$ cat src/verilog/cpcr_pkg.sv
package cpcr_pkg;
   // Widths
   localparam int PC_W = 24;
   localparam int FLAG_W = 8;
   localparam int GPR_W = 32;
   // Flag register field positions
   localparam int FLG_IMASK = 7;
   localparam int FLG_UMASK = 6;
   localparam int FLG_HALF = 5;
   localparam int FLG_NEG = 3;
   localparam int FLG_ZERO = 2;
   localparam int FLG_OVF = 1;
   localparam int FLG_CARRY = 0;
   // Half-carry source bit per operand size
   localparam int HC_BYTE_BIT = 3;
   localparam int HC_WORD_BIT = 11;
   localparam int HC_LONG_BIT = 27;
   // Reset values
   localparam logic [7:0] FLAG_RST = 8'h80;
   localparam logic [23:0] PC_RST = 24'h000000;
   localparam logic [31:0] SP_RST = 32'h00000000;
   // Instruction length in bytes
   localparam logic [23:0] INSTR_BYTES = 24'h000002;
   // Operand sizes
   typedef enum logic [1:0] {
      CPCR_SZ_BYTE = 2'h0,
      CPCR_SZ_WORD = 2'h1,
      CPCR_SZ_LONG = 2'h2
   } cpcr_size_t;
   // Arithmetic ops that update flags
   typedef enum logic [2:0] {
      CPCR_OP_ADD = 3'h0,
      CPCR_OP_ADDX = 3'h1,
      CPCR_OP_SUB = 3'h2,
      CPCR_OP_SUBX = 3'h3,
      CPCR_OP_CMP = 3'h4,
      CPCR_OP_NEG = 3'h5
   } cpcr_op_t;
   // Control-register instructions on the flag register
   typedef enum logic [2:0] {
      CPCR_CI_LOAD = 3'h0,
      CPCR_CI_AND = 3'h1,
      CPCR_CI_OR = 3'h2,
      CPCR_CI_XOR = 3'h3
   } cpcr_ctl_t;
endpackage

$ cat src/verilog/cpcr_alu_if.sv
`timescale 1ns/1ns
`default_nettype none
// Carries one arithmetic request and its flag results
interface cpcr_alu_if;
   import cpcr_pkg::*;
   logic valid;
   cpcr_op_t op;
   cpcr_size_t size;
   logic [31:0] a;
   logic [31:0] b;
   logic x_in;
   logic [31:0] res;
   logic f_h;
   logic f_n;
   logic f_z;
   logic f_v;
   logic f_c;
   modport req (output valid, op, size, a, b, x_in, input res, f_h, f_n, f_z, f_v, f_c);
   modport calc (input valid, op, size, a, b, x_in, output res, f_h, f_n, f_z, f_v, f_c);
endinterface
`default_nettype wire

$ cat src/verilog/cpcr_ctrl_regs.sv
`timescale 1ns/1ns
`default_nettype none
// Function
// - 24-bit counter holds next instruction address
// - Fetch address forces lowest bit to zero
// - Flag bit 7 set blocks maskable interrupts
// - Non-maskable interrupt accepted unless exception start comes in the same cycle
// - Exception start forces interrupt mask set
// - Bit 6 user bit, software read/write
// - Byte ops: half carry from bit 3
// - Word ops: half carry from bit 11
// - Long ops: half carry from bit 27
// - Register seven doubles as stack pointer
module cpcr_ctrl_regs
   import cpcr_pkg::*;
(
   // Clock and reset
   input wire logic ref_clk_i,
   input wire logic arst_n_i,
   // Program counter control
   input wire logic pc_step_i,
   input wire logic pc_load_i,
   input wire logic [PC_W-1:0] pc_load_val_i,
   // Arithmetic request
   input wire logic alu_valid_i,
   input wire cpcr_op_t alu_op_i,
   input wire cpcr_size_t alu_size_i,
   input wire logic [31:0] alu_a_i,
   input wire logic [31:0] alu_b_i,
   // Control-register instructions
   input wire logic ctl_valid_i,
   input wire cpcr_ctl_t ctl_op_i,
   input wire logic [FLAG_W-1:0] ctl_imm_i,
   // Interrupt requests and exception start
   input wire logic irq_req_i,
   input wire logic nmi_req_i,
   input wire logic exc_start_i,
   // Stack pointer use
   input wire logic sp_push_i,
   input wire logic sp_pop_i,
   input wire logic [2:0] sp_bytes_i,
   input wire logic gpr7_we_i,
   input wire logic [GPR_W-1:0] gpr7_wdata_i,
   // Outputs
   output logic [PC_W-1:0] pc_o,
   output logic [PC_W-1:0] fetch_addr_o,
   output logic [FLAG_W-1:0] flags_o,
   output logic [31:0] alu_res_o,
   output logic irq_take_o,
   output logic nmi_take_o,
   output logic [GPR_W-1:0] gpr_seven_o
);
   logic [FLAG_W-1:0] flag_r;
   logic [FLAG_W-1:0] flag_nxt;
   logic [GPR_W-1:0] sp_r;
   logic [GPR_W-1:0] sp_nxt;
   logic [31:0] res_r;
   logic [31:0] res_nxt;
   logic irq_r;
   logic irq_nxt;
   logic nmi_r;
   logic nmi_nxt;
   logic [PC_W-1:0] pc_w;
   logic [PC_W-1:0] fetch_w;
   logic [PC_W-1:0] pc_o_r;
   logic [PC_W-1:0] fetch_r;

   cpcr_alu_if alu ();

   assign alu.valid = alu_valid_i;
   assign alu.op = alu_op_i;
   assign alu.size = alu_size_i;
   assign alu.a = alu_a_i;
   assign alu.b = alu_b_i;
   assign alu.x_in = flag_r[FLG_CARRY];

   cpcr_flag_calc u_calc (
      .alu(alu.calc)
   );

   cpcr_pc_unit #(
      .PCW(PC_W)
   ) u_pc (
      .ref_clk_i(ref_clk_i),
      .arst_n_i(arst_n_i),
      .step_i(pc_step_i),
      .load_i(pc_load_i),
      .load_val_i(pc_load_val_i),
      .pc_o(pc_w),
      .fetch_o(fetch_w)
   );

   // Flag register next value; exception start has top priority on I
   always_comb begin
      flag_nxt = flag_r;
      if (ctl_valid_i) begin
         case (ctl_op_i)
            CPCR_CI_LOAD: flag_nxt = ctl_imm_i;
            CPCR_CI_AND: flag_nxt = flag_r & ctl_imm_i;
            CPCR_CI_OR: flag_nxt = flag_r | ctl_imm_i;
            CPCR_CI_XOR: flag_nxt = flag_r ^ ctl_imm_i;
            default: flag_nxt = flag_r;
         endcase
      end else if (alu_valid_i) begin
         flag_nxt[FLG_HALF] = alu.f_h;
         flag_nxt[FLG_NEG] = alu.f_n;
         flag_nxt[FLG_OVF] = alu.f_v;
         flag_nxt[FLG_CARRY] = alu.f_c;
         // Extend ops only keep Z clear, never set it
         if ((alu_op_i == CPCR_OP_ADDX) || (alu_op_i == CPCR_OP_SUBX)) begin
            flag_nxt[FLG_ZERO] = flag_r[FLG_ZERO] & alu.f_z;
         end else begin
            flag_nxt[FLG_ZERO] = alu.f_z;
         end
      end
      if (exc_start_i) begin
         flag_nxt[FLG_IMASK] = 1'b1;
      end
   end

   // Compare does not write a result; others latch it
   always_comb begin
      res_nxt = res_r;
      if (alu_valid_i && (alu_op_i != CPCR_OP_CMP)) begin
         res_nxt = alu.res;
      end
   end

   // Interrupt acceptance
   always_comb begin
      irq_nxt = irq_req_i && !flag_r[FLG_IMASK] && !exc_start_i;
      nmi_nxt = nmi_req_i && !exc_start_i;
   end

   // Stack pointer: push predecrements, pop postincrements
   always_comb begin
      sp_nxt = sp_r;
      if (gpr7_we_i) begin
         sp_nxt = gpr7_wdata_i;
      end else if (sp_push_i) begin
         sp_nxt = sp_r - {29'h00000000, sp_bytes_i};
      end else if (sp_pop_i) begin
         sp_nxt = sp_r + {29'h00000000, sp_bytes_i};
      end
   end

   always_ff @(posedge ref_clk_i or negedge arst_n_i) begin
      if (!arst_n_i) begin
         flag_r <= FLAG_RST;
         sp_r <= SP_RST;
         res_r <= 32'h00000000;
         irq_r <= 1'b0;
         nmi_r <= 1'b0;
         pc_o_r <= PC_RST;
         fetch_r <= PC_RST;
      end else begin
         flag_r <= flag_nxt;
         sp_r <= sp_nxt;
         res_r <= res_nxt;
         irq_r <= irq_nxt;
         nmi_r <= nmi_nxt;
         pc_o_r <= pc_w;
         fetch_r <= fetch_w;
      end
   end

   assign pc_o = pc_o_r;
   assign fetch_addr_o = fetch_r;
   assign flags_o = flag_r;
   assign alu_res_o = res_r;
   assign irq_take_o = irq_r;
   assign nmi_take_o = nmi_r;
   assign gpr_seven_o = sp_r;

   // Exception start forces I one cycle later
   exc_imask_a: assert property (@(posedge ref_clk_i) disable iff (!arst_n_i)
      exc_start_i |=> flags_o[FLG_IMASK]) else $error("mask not set after exception");

   // Masked request never accepted
   irq_block_a: assert property (@(posedge ref_clk_i) disable iff (!arst_n_i)
      (irq_req_i && flag_r[FLG_IMASK]) |=> !irq_take_o) else $error("masked irq taken");

   // Unmasked request accepted
   irq_take_a: assert property (@(posedge ref_clk_i) disable iff (!arst_n_i)
      (irq_req_i && !flag_r[FLG_IMASK] && !exc_start_i) |=> irq_take_o) else $error("irq lost");

   // NMI ignores the mask
   nmi_take_a: assert property (@(posedge ref_clk_i) disable iff (!arst_n_i)
      (nmi_req_i && !exc_start_i) |=> nmi_take_o) else $error("nmi not taken");

   // Fetch address is even
   fetch_align_a: assert property (@(posedge ref_clk_i) disable iff (!arst_n_i)
      !fetch_addr_o[0]) else $error("odd fetch address");

   // Step advances by one instruction, seen two cycles on at the port
   pc_step_a: assert property (@(posedge ref_clk_i) disable iff (!arst_n_i)
      (pc_step_i && !pc_load_i) |=> ##1 (pc_o == $past(pc_w, 2) + INSTR_BYTES))
      else $error("pc step wrong");

   // Software write to user bit sticks
   user_bit_a: assert property (@(posedge ref_clk_i) disable iff (!arst_n_i)
      (ctl_valid_i && ctl_op_i == CPCR_CI_LOAD) |=> (flags_o[FLG_UMASK] == $past(ctl_imm_i[FLG_UMASK])))
      else $error("user bit not loaded");

   // Byte half carry from bit 3 on add
   half_byte_a: assert property (@(posedge ref_clk_i) disable iff (!arst_n_i)
      (alu_valid_i && !ctl_valid_i && alu_op_i == CPCR_OP_ADD && alu_size_i == CPCR_SZ_BYTE)
      |=> (flags_o[FLG_HALF] == ($past({1'b0, alu_a_i[3:0]} + {1'b0, alu_b_i[3:0]}) > 5'h0F)))
      else $error("byte half carry wrong");

   // Push lowers the stack pointer
   sp_push_a: assert property (@(posedge ref_clk_i) disable iff (!arst_n_i)
      (sp_push_i && !gpr7_we_i) |=> (gpr_seven_o == $past(sp_r) - {29'h00000000, $past(sp_bytes_i)}))
      else $error("stack push wrong");
endmodule
`default_nettype wire

$ cat src/verilog/cpcr_flag_calc.sv
`timescale 1ns/1ns
`default_nettype none
// Combinational result and flags for add/sub/cmp/neg
module cpcr_flag_calc
   import cpcr_pkg::*;
(
   cpcr_alu_if.calc alu
);
   logic [32:0] sum;
   logic [31:0] opa;
   logic [31:0] opb;
   logic sub;
   logic carry_in;
   logic [4:0] lo_b;
   logic [12:0] lo_w;
   logic [28:0] lo_l;
   logic [5:0] top;
   logic sa;
   logic sb;
   logic sr;

   // Select msb index for a size
   function automatic logic [5:0] msb_of(input cpcr_size_t s);
      case (s)
         CPCR_SZ_BYTE: msb_of = 6'h07;
         CPCR_SZ_WORD: msb_of = 6'h0F;
         default: msb_of = 6'h1F;
      endcase
   endfunction

   // Operand setup: subtraction as a + ~b + 1
   always_comb begin
      sub = (alu.op != CPCR_OP_ADD) && (alu.op != CPCR_OP_ADDX);
      opa = (alu.op == CPCR_OP_NEG) ? 32'h00000000 : alu.a;
      opb = (alu.op == CPCR_OP_NEG) ? alu.a : alu.b;
      if (sub) begin
         opb = ~opb;
      end
      case (alu.op)
         CPCR_OP_ADDX: carry_in = alu.x_in;
         CPCR_OP_SUBX: carry_in = ~alu.x_in;
         CPCR_OP_ADD: carry_in = 1'b0;
         default: carry_in = 1'b1;
      endcase
      sum = {1'b0, opa} + {1'b0, opb} + {32'h00000000, carry_in};
      // Carry out of bit 3, 11, 27; borrow is the inverse
      lo_b = {1'b0, opa[HC_BYTE_BIT:0]} + {1'b0, opb[HC_BYTE_BIT:0]} + {4'h0, carry_in};
      lo_w = {1'b0, opa[HC_WORD_BIT:0]} + {1'b0, opb[HC_WORD_BIT:0]} + {12'h000, carry_in};
      lo_l = {1'b0, opa[HC_LONG_BIT:0]} + {1'b0, opb[HC_LONG_BIT:0]} + {28'h0000000, carry_in};
      case (alu.size)
         CPCR_SZ_BYTE: alu.f_h = lo_b[4] ^ sub;
         CPCR_SZ_WORD: alu.f_h = lo_w[12] ^ sub;
         default: alu.f_h = lo_l[28] ^ sub;
      endcase
      top = msb_of(alu.size);
      sa = opa[top[4:0]];
      sb = opb[top[4:0]];
      sr = sum[top[4:0]];
      case (alu.size)
         CPCR_SZ_BYTE: alu.res = {24'h000000, sum[7:0]};
         CPCR_SZ_WORD: alu.res = {16'h0000, sum[15:0]};
         default: alu.res = sum[31:0];
      endcase
      // N, V, C in the customary way
      alu.f_n = sr;
      alu.f_v = (sa == sb) && (sr != sa);
      case (alu.size)
         CPCR_SZ_BYTE: alu.f_c = ({1'b0, opa[7:0]} + {1'b0, opb[7:0]} + {8'h00, carry_in}) > 9'h0FF;
         CPCR_SZ_WORD: alu.f_c = ({1'b0, opa[15:0]} + {1'b0, opb[15:0]} + {16'h0000, carry_in}) > 17'h0FFFF;
         default: alu.f_c = sum[32];
      endcase
      alu.f_c = alu.f_c ^ sub;
      alu.f_z = (alu.res == 32'h00000000);
   end
endmodule
`default_nettype wire

$ cat src/verilog/cpcr_pc_unit.sv
`timescale 1ns/1ns
`default_nettype none
// Program counter: next address, always word aligned on fetch
module cpcr_pc_unit
   import cpcr_pkg::*;
#(
   parameter int PCW = PC_W
) (
   input wire logic ref_clk_i,
   input wire logic arst_n_i,
   input wire logic step_i,
   input wire logic load_i,
   input wire logic [PCW-1:0] load_val_i,
   output logic [PCW-1:0] pc_o,
   output logic [PCW-1:0] fetch_o
);
   logic [PCW-1:0] pc_r;
   logic [PCW-1:0] pc_nxt;

   // Next address: load wins over step
   always_comb begin
      pc_nxt = pc_r;
      if (load_i) begin
         pc_nxt = load_val_i;
      end else if (step_i) begin
         pc_nxt = pc_r + INSTR_BYTES[PCW-1:0];
      end
   end

   always_ff @(posedge ref_clk_i or negedge arst_n_i) begin
      if (!arst_n_i) begin
         pc_r <= PC_RST[PCW-1:0];
      end else begin
         pc_r <= pc_nxt;
      end
   end

   assign pc_o = pc_r;
   assign fetch_o = {pc_r[PCW-1:1], 1'b0};
endmodule
`default_nettype wire

$ cat config.mk
export PLATFORM = sky130hd
export DESIGN_NAME = cpcr_ctrl_regs
export DESIGN_NICKNAME = d
export VERILOG_FILES = /design/src/verilog/cpcr_pkg.sv /design/src/verilog/cpcr_alu_if.sv /design/src/verilog/cpcr_ctrl_regs.sv /design/src/verilog/cpcr_flag_calc.sv /design/src/verilog/cpcr_pc_unit.sv
export SDC_FILE = /design/constraint.sdc
export NUM_CORES = 1
export LEC_CHECK = 0
export ABC_AREA = 0
export BUFFER_PORTS_ARGS = -buffer_cell sky130_fd_sc_hd__clkbuf_2
export CAP_MARGIN = 20
export CORE_MARGIN = 2
export CORE_UTILIZATION = 60
export CTS_CLUSTER_DIAMETER = 150
export CTS_CLUSTER_SIZE = 16
export DETAILED_ROUTE_END_ITERATION = 10
export PLACE_DENSITY = 0.88
export SYNTH_ARGS = -nofsm -noshare
export SYNTH_HDL_FRONTEND = slang
export SYNTH_HIERARCHICAL = 1
export SYNTH_SLANG_ARGS = --single-unit
$ cat constraint.sdc
create_clock -name ref_clk_i -period 9.6 [get_ports ref_clk_i]
set_input_delay 0 -clock ref_clk_i [delete_from_list [all_inputs] [get_ports ref_clk_i]]
set_output_delay 0 -clock ref_clk_i [all_outputs]
set_load 0.01 [all_outputs]
==> results by group <==
Run status
  – Status: finished, final reports clean

Drt
  – Drt total wl: 31900 um
  – Vias per cell: ~6
  – Post-route DRC: 0
  – Post-route ant nets: 0
  – Iteration-0 DRC Markers: 697
  – DR WL/cell: between 15 and 20 um
  – Vias: roughly 10000
  – Pre-Repair DR Iteration Count: 5

Yosys
  – Cell taking the most area after synthesis: dfrtp_1
  – Area of the mapped netlist: 0.0110 mm^2
  – Primary FF master, synth: dfrtp_1
  – Synth unique cells: 80
  – Synth warn: 6
  – Post-synthesis net count: roughly 1400
  – Synth top area share: about 33%
  – EDFF count, synth: 0
  – Area contributors post-synth: dfrtp_1, ha_1, xor2_1
  – Share of the yosys chip area belonging to registers: 33.3%
  – Synth Instances: 1204
  – Flip-flop and latch count after synthesis: 146
  – Asr flop ratio synth: 100%
  – Synth Area per Inst: between 9 and 10 um^2

Setup path
  – Critical Path Source: alu_op_i[1]
  – Max FO, Critical Path: 66
  – Crit start category: input pin
  – Worst r2r src: flags_o[0]
  – R2R cell count: 19
  – Reg2reg end: flags_o[2]
  – Setup crit end kind: register
  – WS Path Type: input pin to register
  – Critical Path AT: 4.83 ns
  – CP Data Required Time: 9.95 ns
  – R2R Setup Slk: 5.23 ns

Final layout
  – Finished Layout Cells: 1729
  – Reg area: 0.00365 mm^2
  – Commonest non-fill, non-tap cell in the layout: clkbuf_2
  – Multi-input logic area: 0.00674 mm^2
  – Filler cell count: 1235
  – Finished Cell Area: 0.0136 mm^2
  – Final Util: 75.4%
  – Nets@finish: about 1700
  – Highest-count cells in the layout ignoring fill and taps: clkbuf_2, dfrtp_1, nand2_1
  – Syn-to-layout area delta: 23.5%
  – Layout cell share with drive strength beyond 1: 25.7%

Die
  – Die Y: ~140 um
  – Core Area: around 0.018 mm^2
  – I/O Pins: 273
  – Die area: 0.0194 mm^2
  – Initial Util: 61.1%
  – Site row count: 49
  – Die span in x: 139 um

Timing
  – RSZ-0062 raised after global routing: no
  – Hold Vio Cnt, Final: 0
  – Final Skew: 0.0129 ns
  – Fin crit period: 4.48 ns
  – Setup TNS: 0 ns
  – # setup viols final: 0
  – Worst-Margin Slew: a little under 1 ns
  – Relative slew margins: 35.3%
  – Slew Viols, Final: 0
  – Fmax: 223 MHz
  – Final period utilization: 46.7%
  – Crit path setup slack, layout: just over 5 ns

Clock network
  – Sink Count: 146
  – Number of buffers created by CTS: 17
  – H-tree levels: 4
  – Clock-pin slew on the worst setup and hold paths: roughly 0.070 ns
  – Insertion delay to the later sink of the worst-skew pair: about 0.44 ns
  – Root Driver: clkbuf_16
  – CTS tree: built
  – CTS resizes: 0
  – Clk buf depth: 2

Place
  – Port-buffer cells: between 200 and 300
  – Placed instance count: about 1600
  – Worst slack, placed: 4.74 ns
  – Routability Congestion: 0.946
  – Post-DP HPWL: 22700 um
  – Area post-placement: between 0.01 and 0.015 mm^2

Hold path
  – Hold endpoint: gpr_seven_o[30]
  – Worst hold path cell count: 3
  – Hold path startpoint: gpr7_wdata_i[30]
  – Worst Hold Class: input pin to register

Power
  – P per Cell Area: 197 mW/mm^2
  – Leakage: 6.66 nW
  – Peak VDD IR: ~0.19 mV

Global route
  – Largest net degree at the start of global routing: 81
  – Vias in the first global route: 10400
  – Final global-route overflow total: 0
  – Initial antenna violation count: 1
  – All-Layer GR Usage: about 33%
  – First-pass GRT wire length: 51800 um

Job
  – MaxCap Viol Count: 0
==> what timing repair did <==
| item | 4_1_cts | 5_1_grt |
|---|---|---|
| endpoints found under the hold margin | 130 | 0 |
| hold buffers | 67 | 0 |
| buffers inserted | 0 | 0 |
==> cell type report <==
class,instances,area share [%]
Sequential cell,146,27.0
Inverter,50,1.39
Timing Repair Buffer,344,15.3
Multi-Input combinational cell,927,49.7
Tap cell,229,2.11
Clock buffer,17,3.14
Clock inverter,15,1.35
Antenna cell,1,0.0185
==> sequential cells by signal, summed over array words and instances (netlist names) <==
| signal | cells |
|---|---|
| fetch_addr_o | 24 |
| nmi_take_o | 1 |
| gpr_seven_o | 32 |
| irq_take_o | 1 |
| flags_o | 8 |
| pc_o | 24 |
| alu_res_o | 32 |
| u_pc/pc_o | 24 |
==> cells in the mapped netlist, types with 5 or more instances <==
cell       count
nand2_1       98
nand2b_1      14
or3_1         10
ha_1          84
o21ai_0       67
dfrtp_1      145
a211oi_1      13
a21o_1        29
a31oi_1       20
o2111ai_1      5
inv_1         49
and2_1        36
nor3_1        13
xnor2_1       31
nor2b_1        8
buf_1          8
xor2_1        60
o21a_1        29
nor2_1        82
nand4_1       13
o31ai_1        9
mux2_2        38
a21oi_1       70
nor4_1        11
or2_2          6
o21ai_1       13
clkbuf_1      43
o211ai_1      12
mux2i_1       47
and3_1         9
or4_1          8
nand3_1       20
buf_4         25
==> metal layers <==
layer	vias to the layer above	track usage [%]	part of all wire [%]
met1	4870	39.5	40
met4	0	12.8	3.8
li1	4852	-	-
met3	102	7.78	7.0
met5	-	0	0
met2	472	57.4	50
==> cells by family after synthesis <==
group	synth area share [%]
multiplexers	9.01
flip-flops	33.3
AO/OA/AOI/OAI	19.0
adder cells (fa/ha/maj)	10.1
other	0.0342
XOR/XNOR	7.26
buffers and inverters	5.45
AND/OR/NAND/NOR	15.8
==> critical path: stages <==
cell and delay (ns):
clkbuf_2 0.15, nand3b_1 0.12, buf_4 0.60, mux2i_1 0.29, xnor2_1 0.11, fa_1 0.46
fa_1 0.41, and2b_1 0.25, o2111ai_2 0.16, a221oi_2 0.38, o21ai_1 0.16, o2bb2ai_2 0.19
o21ai_2 0.18, o21ai_2 0.12, or3b_1 0.37, a311oi_1 0.31, and4_1 0.23, nand3b_1 0.08
o21ai_0 0.14, nand2_1 0.06, o21ai_0 0.06
==> worst max-delay path by stage <==
stage	depth (start not counted)	end
final	21	flags_o[2]
after global routing	21	flags_o[2]
after CTS	21	flags_o[2]
after detailed placement	21	flags_o[2]
after global placement	21	flags_o[2]
after floorplan	21	flags_o[2]
==> metrics by stage <==
stage               hold WS [ns]  power [W]
CTS                      0.00980    0.00265
detailed placement        0.0570    0.00194
global route              0.0275    0.00282
global placement          0.0527    0.00191
finish                    0.0210    0.00266
floorplan                 -0.296    0.00160
==> where the power goes <==
part,switching (W),internal [W]
clock network,0.000326,0.000354
registers,0.000102,0.000732
logic,0.000649,0.000502
No activity file was read; power rests on OpenSTA's default activity.
